File: src/hdl/lis_pkg.sv
package lis_pkg;

  // line transceiver codes carried on every interface-select pair
  typedef enum logic [1:0] {
    LIS_RS232 = 2'h0,
    LIS_RS422 = 2'h1,
    LIS_RS485 = 2'h2,
    LIS_RSBAD = 2'h3
  } lis_line_t;

  // auto-toggle source codes
  typedef enum logic [1:0] {
    LIS_TGL_RTS = 2'h0,
    LIS_TGL_DTR = 2'h1,
    LIS_TGL_DED = 2'h2,
    LIS_TGL_OFF = 2'h3
  } lis_tgl_t;

  localparam int LIS_NPORT = 4;
  localparam int LIS_NGPIO = 8;
  localparam int LIS_SYNC_STAGES = 2;

  // register byte offsets
  localparam logic [7:0] LIS_OFF_INFO_A = 8'h00;
  localparam logic [7:0] LIS_OFF_INFO_B = 8'h04;
  localparam logic [7:0] LIS_OFF_GP_OE = 8'h08;
  localparam logic [7:0] LIS_OFF_GP_OUT = 8'h0c;
  localparam logic [7:0] LIS_OFF_GP_IN = 8'h10;
  localparam logic [7:0] LIS_OFF_STATUS = 8'h14;
  localparam logic [7:0] LIS_OFF_EEPROM = 8'h18;

  // field positions
  localparam int LIS_INFO_SEL_LSB = 4;
  localparam int LIS_INFO_P2_LSB = 8;
  localparam int LIS_INFO_P3_LSB = 10;
  localparam int LIS_ST_TYPES_LSB = 0;
  localparam int LIS_ST_TGL_LSB = 8;
  localparam int LIS_ST_ALL_BIT = 10;
  localparam int LIS_EE_CS_BIT = 0;
  localparam int LIS_EE_SK_BIT = 1;
  localparam int LIS_EE_DI_BIT = 2;
  localparam int LIS_EE_DO_BIT = 3;

  // reset values
  localparam logic [7:0] LIS_GP_OE_RST = 8'h00;
  localparam logic [7:0] LIS_GP_OUT_RST = 8'h00;
  localparam logic [2:0] LIS_EE_RST = 3'h0;

endpackage

File: src/hdl/lis_sync_if.sv
`timescale 1ns/1ps
interface lis_sync_if #(
  parameter int W = 1
);
  logic [W-1:0] raw;
  logic [W-1:0] sync;
  modport user (output raw, input sync);
  modport stage (input raw, output sync);
endinterface

File: src/hdl/lis_sync.sv
`timescale 1ns/1ps
module lis_sync #(
  parameter int W = 1
) (
  input wire logic pclk,
  input wire logic presetn,
  lis_sync_if.stage s
);

  logic [W-1:0] meta_r;
  logic [W-1:0] hold_r;

  // two-flop crossing; meta_r feeds hold_r only
  always_ff @(posedge pclk or negedge presetn) begin
    if (!presetn) begin
      meta_r <= '0;
      hold_r <= '0;
    end else begin
      meta_r <= s.raw;
      hold_r <= meta_r;
    end
  end

  assign s.sync = hold_r;

endmodule

File: src/hdl/lis_top.sv
`timescale 1ns/1ps
// Behaviour
// (RULE_01) per-port line types are independent only while all-ports strap is high
// (RULE_02) strap low: port0 select pair sets the type of all four ports
// (RULE_03) select 00 RS232, 01 RS422, 10 RS485; 11 unsupported
// (RULE_04) strap high: port0 select pair sets only port0
// (RULE_05) strap high: port1 type from its own select pair
// (RULE_06) strap high: port2 type from its own select pair
// (RULE_07) strap high: port3 type from its own select pair
// (RULE_08) port0 select pins readable in info register a bits 5:4
// (RULE_09) port1 select pins readable in info register b bits 5:4
// (RULE_10) toggle select picks rts, dtr or dedicated enables as toggle signal
// (RULE_11) auto toggling only on RS422 or RS485 ports, never RS232
// (RULE_12) eight gp pins with output-enable, output-value and input registers
// (RULE_13) drive eeprom chip select, clock, data-in; receive its data-out
// (RULE_14) straps and gp inputs synchronised before decode or readback
module lis_top #(
  parameter int NUM_GPIO = lis_pkg::LIS_NGPIO
) (
  input wire logic pclk,
  input wire logic presetn,
  input wire logic psel,
  input wire logic penable,
  input wire logic pwrite,
  input wire logic [7:0] paddr,
  input wire logic [31:0] pwdata,
  output logic [31:0] prdata,
  output logic pready,
  output logic pslverr,
  input wire logic all_ports_mode,
  input wire logic [1:0] port0_line_type_sel,
  input wire logic [1:0] port1_line_type_sel,
  input wire logic [1:0] port2_line_type_sel,
  input wire logic [1:0] port3_line_type_sel,
  input wire logic [1:0] auto_toggle_source_sel,
  input wire logic [3:0] uart_rts_n,
  input wire logic [3:0] uart_dtr_n,
  input wire logic [3:0] uart_tx_busy,
  output logic [3:0] request_to_send_n,
  output logic [3:0] terminal_ready_n,
  output logic [3:0] driver_enable_out,
  output logic [3:0] receiver_enable_out_n,
  input wire logic [NUM_GPIO-1:0] gpio_in,
  output logic [NUM_GPIO-1:0] gpio_out,
  output logic [NUM_GPIO-1:0] gpio_oe,
  output logic eeprom_chip_select,
  output logic eeprom_clk,
  output logic eeprom_data_in,
  input wire logic eeprom_data_out
);

  localparam int NP = lis_pkg::LIS_NPORT;
  localparam int SW = 1 + 2 * NP + 2 + NUM_GPIO + 1;

  // elaboration guard: every gp field is at most one byte wide in its register
  if (NUM_GPIO < 1 || NUM_GPIO > 8) begin : g_gpio_check
    $error("lis_top: NUM_GPIO must be 1..8");
  end

  // strap and gp input crossing
  lis_sync_if #(.W(SW)) sif ();
  // (RULE_14) sync before use
  assign sif.raw = {eeprom_data_out, gpio_in, auto_toggle_source_sel, port3_line_type_sel,
                    port2_line_type_sel, port1_line_type_sel, port0_line_type_sel,
                    all_ports_mode};
  lis_sync #(.W(SW)) u_sync (
    .pclk(pclk),
    .presetn(presetn),
    .s(sif.stage)
  );

  logic all_q;
  logic [1:0] sel_q [NP];
  logic [1:0] tgl_q;
  logic [NUM_GPIO-1:0] gpin_q;
  logic ee_do_q;

  assign all_q = sif.sync[0];
  assign tgl_q = sif.sync[2*NP+2:2*NP+1];
  assign gpin_q = sif.sync[2*NP+2+NUM_GPIO:2*NP+3];
  assign ee_do_q = sif.sync[SW-1];

  // decoded line type per port, one flop after the crossing
  lis_pkg::lis_line_t line_type_r [NP];
  logic [NP-1:0] toggle_ok;

  genvar gp;
  generate
    for (gp = 0; gp < NP; gp++) begin : g_port
      assign sel_q[gp] = sif.sync[2*gp+2:2*gp+1];
      // (RULE_11) only differential types toggle; 11 is treated as no toggle
      assign toggle_ok[gp] = (line_type_r[gp] == lis_pkg::LIS_RS422) ||
                             (line_type_r[gp] == lis_pkg::LIS_RS485);

      // (RULE_01) global or per-port type
      // (RULE_02) (RULE_04) (RULE_05) (RULE_06) (RULE_07) select source pair
      // (RULE_03) two-bit code decode
      always_ff @(posedge pclk or negedge presetn) begin
        if (!presetn) begin
          line_type_r[gp] <= lis_pkg::LIS_RS232;
        end else if (all_q) begin
          line_type_r[gp] <= lis_pkg::lis_line_t'(sel_q[gp]);
        end else begin
          line_type_r[gp] <= lis_pkg::lis_line_t'(sel_q[0]);
        end
      end

      // (RULE_10) toggle source steering, registered so pins never glitch
      always_ff @(posedge pclk or negedge presetn) begin
        if (!presetn) begin
          request_to_send_n[gp] <= 1'b1;
          terminal_ready_n[gp] <= 1'b1;
          driver_enable_out[gp] <= 1'b0;
          receiver_enable_out_n[gp] <= 1'b0;
        end else begin
          request_to_send_n[gp] <= uart_rts_n[gp];
          terminal_ready_n[gp] <= uart_dtr_n[gp];
          driver_enable_out[gp] <= 1'b0;
          receiver_enable_out_n[gp] <= 1'b0;
          if (toggle_ok[gp]) begin
            case (lis_pkg::lis_tgl_t'(tgl_q))
              lis_pkg::LIS_TGL_RTS: request_to_send_n[gp] <= !uart_tx_busy[gp];
              lis_pkg::LIS_TGL_DTR: terminal_ready_n[gp] <= !uart_tx_busy[gp];
              lis_pkg::LIS_TGL_DED: begin
                driver_enable_out[gp] <= uart_tx_busy[gp];
                receiver_enable_out_n[gp] <= uart_tx_busy[gp];
              end
              default: begin
              end
            endcase
          end
        end
      end
    end
  endgenerate

  // apb decode; zero wait states, so pready is a plain constant high
  logic setup_ph;
  logic access_ph;
  logic addr_ok;
  logic wr_en;
  assign setup_ph = psel && !penable;
  assign access_ph = psel && penable;
  assign addr_ok = (paddr == lis_pkg::LIS_OFF_INFO_A) || (paddr == lis_pkg::LIS_OFF_INFO_B) ||
                   (paddr == lis_pkg::LIS_OFF_GP_OE) || (paddr == lis_pkg::LIS_OFF_GP_OUT) ||
                   (paddr == lis_pkg::LIS_OFF_GP_IN) || (paddr == lis_pkg::LIS_OFF_STATUS) ||
                   (paddr == lis_pkg::LIS_OFF_EEPROM);
  assign wr_en = access_ph && pwrite && addr_ok;
  assign pready = 1'b1;
  assign pslverr = access_ph && !addr_ok;

  logic [NUM_GPIO-1:0] gp_output_enable_reg_r;
  logic [NUM_GPIO-1:0] gp_output_value_reg_r;
  logic [2:0] eeprom_ctrl_r;

  // (RULE_12) gp direction and value registers
  always_ff @(posedge pclk or negedge presetn) begin
    if (!presetn) begin
      gp_output_enable_reg_r <= lis_pkg::LIS_GP_OE_RST[NUM_GPIO-1:0];
      gp_output_value_reg_r <= lis_pkg::LIS_GP_OUT_RST[NUM_GPIO-1:0];
    end else if (wr_en) begin
      if (paddr == lis_pkg::LIS_OFF_GP_OE) begin
        gp_output_enable_reg_r <= pwdata[NUM_GPIO-1:0];
      end
      if (paddr == lis_pkg::LIS_OFF_GP_OUT) begin
        gp_output_value_reg_r <= pwdata[NUM_GPIO-1:0];
      end
    end
  end
  assign gpio_oe = gp_output_enable_reg_r;
  assign gpio_out = gp_output_value_reg_r;

  // (RULE_13) eeprom pins bit-banged by software; loader lives elsewhere
  always_ff @(posedge pclk or negedge presetn) begin
    if (!presetn) begin
      eeprom_ctrl_r <= lis_pkg::LIS_EE_RST;
    end else if (wr_en && paddr == lis_pkg::LIS_OFF_EEPROM) begin
      eeprom_ctrl_r <= pwdata[lis_pkg::LIS_EE_DI_BIT:lis_pkg::LIS_EE_CS_BIT];
    end
  end
  assign eeprom_chip_select = eeprom_ctrl_r[lis_pkg::LIS_EE_CS_BIT];
  assign eeprom_clk = eeprom_ctrl_r[lis_pkg::LIS_EE_SK_BIT];
  assign eeprom_data_in = eeprom_ctrl_r[lis_pkg::LIS_EE_DI_BIT];

  // read mux; pins sampled at setup so data is stable through access
  logic [31:0] rd_nxt;
  always_comb begin
    rd_nxt = 32'h0;
    case (paddr)
      // (RULE_08) port0 pins in info a
      lis_pkg::LIS_OFF_INFO_A: rd_nxt[lis_pkg::LIS_INFO_SEL_LSB +: 2] = sel_q[0];
      // (RULE_09) port1 pins in info b; ports 2 and 3 placed above
      lis_pkg::LIS_OFF_INFO_B: begin
        rd_nxt[lis_pkg::LIS_INFO_SEL_LSB +: 2] = sel_q[1];
        rd_nxt[lis_pkg::LIS_INFO_P2_LSB +: 2] = sel_q[2];
        rd_nxt[lis_pkg::LIS_INFO_P3_LSB +: 2] = sel_q[3];
      end
      lis_pkg::LIS_OFF_GP_OE: rd_nxt[NUM_GPIO-1:0] = gp_output_enable_reg_r;
      lis_pkg::LIS_OFF_GP_OUT: rd_nxt[NUM_GPIO-1:0] = gp_output_value_reg_r;
      // (RULE_12) gp input readback
      lis_pkg::LIS_OFF_GP_IN: rd_nxt[NUM_GPIO-1:0] = gpin_q;
      lis_pkg::LIS_OFF_STATUS: begin
        for (int i = 0; i < NP; i++) begin
          rd_nxt[lis_pkg::LIS_ST_TYPES_LSB + 2*i +: 2] = line_type_r[i];
        end
        rd_nxt[lis_pkg::LIS_ST_TGL_LSB +: 2] = tgl_q;
        rd_nxt[lis_pkg::LIS_ST_ALL_BIT] = all_q;
      end
      lis_pkg::LIS_OFF_EEPROM: begin
        rd_nxt[lis_pkg::LIS_EE_DI_BIT:lis_pkg::LIS_EE_CS_BIT] = eeprom_ctrl_r;
        rd_nxt[lis_pkg::LIS_EE_DO_BIT] = ee_do_q;
      end
      default: rd_nxt = 32'h0;
    endcase
  end

  logic [31:0] prdata_r;
  always_ff @(posedge pclk or negedge presetn) begin
    if (!presetn) begin
      prdata_r <= 32'h0;
    end else if (setup_ph && !pwrite) begin
      prdata_r <= rd_nxt;
    end
  end
  assign prdata = prdata_r;

  // checks; each but a_strap_sync ties a register to what its inputs showed one edge earlier (a_strap_sync looks two edges back)
  a_global_type: assert property (@(posedge pclk) disable iff (!presetn) // (RULE_02)
    !all_q |=> line_type_r[3] == $past(sel_q[0]))
    else $error("strap low: port3 type not from port0 pins");

  a_port0_type: assert property (@(posedge pclk) disable iff (!presetn) // (RULE_04)
    all_q |=> line_type_r[0] == $past(sel_q[0]))
    else $error("strap high: port0 type wrong");

  a_port1_own: assert property (@(posedge pclk) disable iff (!presetn) // (RULE_05)
    all_q |=> line_type_r[1] == $past(sel_q[1]))
    else $error("strap high: port1 type not from own pins");

  a_port2_own: assert property (@(posedge pclk) disable iff (!presetn) // (RULE_06)
    all_q |=> line_type_r[2] == $past(sel_q[2]))
    else $error("strap high: port2 type not from own pins");

  a_port3_own: assert property (@(posedge pclk) disable iff (!presetn) // (RULE_07)
    all_q |=> line_type_r[3] == $past(sel_q[3]))
    else $error("strap high: port3 type not from own pins");

  a_rs232_quiet: assert property (@(posedge pclk) disable iff (!presetn) // (RULE_11)
    (line_type_r[1] == lis_pkg::LIS_RS232) |=>
      driver_enable_out[1] == 1'b0 && request_to_send_n[1] == $past(uart_rts_n[1]))
    else $error("rs232 port toggled");

  a_bad_quiet: assert property (@(posedge pclk) disable iff (!presetn) // (RULE_03)
    (line_type_r[3] == lis_pkg::LIS_RSBAD) |=>
      driver_enable_out[3] == 1'b0 && receiver_enable_out_n[3] == 1'b0 &&
      request_to_send_n[3] == $past(uart_rts_n[3]) &&
      terminal_ready_n[3] == $past(uart_dtr_n[3]))
    else $error("unsupported line type toggled");

  a_ded_toggle: assert property (@(posedge pclk) disable iff (!presetn) // (RULE_10)
    (tgl_q == 2'h2 && line_type_r[0] == lis_pkg::LIS_RS485) |=>
      driver_enable_out[0] == $past(uart_tx_busy[0]) &&
      receiver_enable_out_n[0] == $past(uart_tx_busy[0]))
    else $error("dedicated enables not following transmit");

  a_rts_toggle: assert property (@(posedge pclk) disable iff (!presetn) // (RULE_10)
    (tgl_q == 2'h0 && line_type_r[2] == lis_pkg::LIS_RS422) |=>
      request_to_send_n[2] == !$past(uart_tx_busy[2]))
    else $error("rts not toggling on differential port");

  a_dtr_toggle: assert property (@(posedge pclk) disable iff (!presetn) // (RULE_10)
    (tgl_q == 2'h1 && line_type_r[1] == lis_pkg::LIS_RS422) |=>
      terminal_ready_n[1] == !$past(uart_tx_busy[1]))
    else $error("dtr not toggling on differential port");

  a_info_read: assert property (@(posedge pclk) disable iff (!presetn) // (RULE_08)
    (setup_ph && !pwrite && paddr == lis_pkg::LIS_OFF_INFO_A) |=>
      prdata[5:4] == $past(sel_q[0]))
    else $error("info a does not show port0 pins");

  a_info_b_read: assert property (@(posedge pclk) disable iff (!presetn) // (RULE_09)
    (setup_ph && !pwrite && paddr == lis_pkg::LIS_OFF_INFO_B) |=>
      prdata[5:4] == $past(sel_q[1]))
    else $error("info b does not show port1 pins");

  a_gp_write: assert property (@(posedge pclk) disable iff (!presetn) // (RULE_12)
    (wr_en && paddr == lis_pkg::LIS_OFF_GP_OE) |=>
      gpio_oe == $past(pwdata[NUM_GPIO-1:0]))
    else $error("gp output enable write lost");

  a_gp_out_write: assert property (@(posedge pclk) disable iff (!presetn) // (RULE_12)
    (wr_en && paddr == lis_pkg::LIS_OFF_GP_OUT) |=>
      gpio_out == $past(pwdata[NUM_GPIO-1:0]))
    else $error("gp output value write lost");

  a_eeprom_pins: assert property (@(posedge pclk) disable iff (!presetn) // (RULE_13)
    (wr_en && paddr == lis_pkg::LIS_OFF_EEPROM) |=>
      {eeprom_data_in, eeprom_clk, eeprom_chip_select} == $past(pwdata[2:0]))
    else $error("eeprom pins do not follow the control write");

  // the two edges after a release still show the flops' reset value, not the pin
  a_strap_sync: assert property (@(posedge pclk) disable iff (!presetn) // (RULE_14)
    $past(presetn, 2) |-> all_q == $past(all_ports_mode, 2))
    else $error("strap not two-flop synchronised");

endmodule
File: config.mk
export PLATFORM = sky130hd
export DESIGN_NAME = lis_top
export DESIGN_NICKNAME = d
export VERILOG_FILES = /design/src/hdl/lis_pkg.sv /design/src/hdl/lis_sync_if.sv /design/src/hdl/lis_sync.sv /design/src/hdl/lis_top.sv
export SDC_FILE = /design/constraint.sdc
export NUM_CORES = 1
export LEC_CHECK = 0
export BUFFER_PORTS_ARGS = -buffer_cell sky130_fd_sc_hd__buf_2
export CORE_ASPECT_RATIO = 0.9
export CORE_MARGIN = 4
export CORE_UTILIZATION = 52
export DETAILED_ROUTE_END_ITERATION = 16
export GPL_TIMING_DRIVEN = 0
export PLACE_DENSITY = 0.85
export SYNTH_ARGS = -nofsm -noshare
export SYNTH_HDL_FRONTEND = slang
export SYNTH_SLANG_ARGS = --single-unit
File: constraint.sdc
create_clock -name pclk -period 1.9 [get_ports pclk]
set_input_delay 0.38 -clock pclk [delete_from_list [all_inputs] [get_ports pclk]]
set_output_delay 0.38 -clock pclk [all_outputs]
set_load 0.03 [all_outputs]
==> impl_results.md <==
* Synth area leaders: dfrtp_1 (57%), mux2_2 (6.5%), dfstp_2 (5.7%)
* Gate Count Post-Synth at 290
* Fin. Hold Viols at 0
* Post-synth EDFFs at 0
* Global-route wire length before repair at 12500 um
* Avg Vias per Cell at 5.07
* Clk pwr share at 32.8%
* Placer Congestion at 0.869
* Fin crit period at 1810 ps
* Worst Path Buf+Inv at 3
* Fillers at 527
* Net Switching at 1.13 mW
* Reg area at 2290 sq um
* GRT overflow at 0
* Mapped cell area at 3660 sq um
* Switching Share at 28.9%
* Worst relative slew slack at 62.7%
* Clk sink count at 91
* Critical path class: in -> out
* Worst r2r src: u_sync.s.sync[9]
* Initial Util at 54.7%
* Pre-CTS setup slack at -178 ps
* Most used cell, CP: buf_2
* Commonest non-fill, non-tap cell in the layout: buf_2
* Overall power at 3.92 mW
* Worst Min Path Start: gpio_in[3]
* Critical Path AT at 1430 ps
* GRT Total Usage at 20.1%
* RSZ-0062 raised after global routing: false
* Fin crit share at 95.5%
* Critical Path Source Type: input pin
* Max incr delay on CP at 370 ps
* I/O pin total at 146
* Sequential area share after synthesis at 62.5%
* Diode count at 0
* VDD IR-drop max at 0.000538 V
* H-Tree Depth at 3
* Register bit total from synthesis at 91
* TritonRoute pass-1 iters at 4
* Mapped Avg Cell Area at 12.6 sq um
* Int Power at 2.79 mW
* Synth warnings at 0
* Post-CTS Setup Inserts at 0
* Clk pin slew, worst setup/hold paths at 100 ps
* Die X-Extent at 96.4 um
* Setup slack after layout at 86.0 ps
* P&R area growth vs syn at 25.1%
* Initial DRC count at 162
* WHS Endpoint: u_sync.meta_r[14]
* Fin. max-slew vios at 0
* Core Area at 6690 sq um
* Top delay family on crit path: buffers and inverters
* Multi-input gate area at 1200 sq um
* Status: complete, no violations
* Clock Latency Late Sink at 360 ps
* CP required at 1520 ps
* Layout cell share with drive strength beyond 1 at 43.1%
* CTS buffer count at 9
* Ys flop type: dfrtp_1
* Slowest CP cell: buf_2
* Remaining DRCs at 0
* Number of global-route vias before repair at 2548
* Die Area at 8440 sq um
* Standby leakage power at 2.31 nW
* Clock root cell: clkbuf_8
* Initial antenna violation count at 0
* Most frequent cells in the layout: buf_2 (102), dfrtp_1 (83), buf_4 (26)
* Setup Skew at 8.59 ps
* Design area at 4580 sq um
* Cell Pwr Density at 856 nW/um^2
* Routed vias at 2609
* DR WL/cell at 15.6 um
* CP cell instances: buf_2, buf_2, nand3_1, a21oi_1, buf_2
* Maximum clock rate at 551 MHz
* Fin nets at 497
* Kind of end point of the critical path: primary output
* WL final at 8020 um
* Reg2Reg Setup Slack at 590 ps
* Leading area contributor after synthesis: dfrtp_1
* Placed Area at 4370 sq um
* Yosys cell types at 43
* Min-Delay Path Class: in -> reg
* Finish-stage setup viols at 0
* Antenna Nets Post-Route at 0
* Util after Layout at 68.4%
* Async set-reset flop share out of synthesis at 100%
* Logic pwr share at 13.6%
* Worst r2r dst: request_to_send_n[0]
* CTS max path bufs at 2
* R2r worst-path depth at 4
* Share of the synthesized area in the top cell type at 56.8%
* Largest net degree at the start of global routing at 75
* Die Ht at 87.6 um
* Crit path max fanout at 19
* Total negative setup slack at 0 ps
* Max-cap violations at 0
* HPWL Detailed at 6160 um
* Num rows at 28
* IO Port Bufs at 99
* Seq pwr share at 53.5%
* CTS tree: yes
* Worst slew pin tran at 552 ps
* Worst Hold Depth at 1
[cell usage after synthesis, types with 2 or more instances]
master / number
mux2_2: 21
nor3_1: 5
clkbuf_1: 6
o31ai_1: 11
dfrtp_1: 83
o21ai_0: 14
a22oi_1: 4
nand3_1: 5
mux2i_1: 7
nor2_1: 13
nor2b_1: 4
buf_4: 25
a221oi_1: 5
buf_2: 4
nand3b_1: 7
nand2b_1: 4
conb_1: 2
or3_1: 2
nand2_1: 25
dfstp_2: 8
xnor2_1: 4
a21oi_1: 9
nor4b_1: 2
[layout make-up]
class / instances / share of cell area (%)
timing repair buffer: 101 / 11.7
multi-input combinational: 182 / 26.3
clock buffer: 10 / 3.01
tap: 90 / 2.46
sequential: 91 / 50.0
clock inverter: 6 / 1.31
buffer: 35 / 5.20
[power groups by stage]
stage	logic [mW]	registers [mW]	clock network, mW
floorplan	0.239	2.22	0
global placement	0.512	2.13	0
detailed placement	0.533	2.14	0
CTS	0.535	2.10	1.31
global route	0.582	2.11	1.41
finish	0.534	2.10	1.29
[state kept, by name, indices dropped and copies added (netlist names)]
signal,cells
eeprom_ctrl_r,3
gpio_oe,8
gpio_out,8
line_type_r,8
prdata,12
receiver_enable_out_n,4
request_to_send_n,4
terminal_ready_n,4
u_sync.meta_r,20
u_sync.s.sync,20
[stage by stage]
stage | instances | hold WS (ps)
floorplan | 309 | 84.4
global placement | 498 | 333
detailed placement | 499 | 262
CTS | 515 | 101
global route | 515 | 84.4
finish | 515 | 115
[timing repair]
item | in CTS | in global routing
pin swaps | 0 | 0
hold endpoints to repair | 17 | 0
resized for setup | 0 | 1
hold buffers | 1 | 0
endpoints found under the setup margin | 1 | 1
[worst max path at each step]
stage | start | to | depth (start not counted)
6_report | paddr[2] | pslverr | 5
5_1_grt | paddr[2] | pslverr | 5
4_1_cts | paddr[5] | pslverr | 5
3_5_place_dp | paddr[2] | pslverr | 6
3_3_place_gp | presetn | prdata[1] | 1
2_1_floorplan | paddr[2] | pslverr | 4
[metal layers]
metal  track usage [%]  wire length [um]
met1              25.8              3210
met2              33.4              4080
met3              6.10               600
met4              5.86               134
met5                 0                 0
[kinds of logic after synthesis]
logic type	after synthesis	synth area share [%]
AO/OA/AOI/OAI	50	9.03
AND/OR/NAND/NOR	79	12.3
buffers and inverters	36	6.60
other	2	0.205
flip-flops	91	62.5
multiplexers	28	8.38
XOR/XNOR	4	0.958
Note: power is estimated with default switching activity, not from simulation.
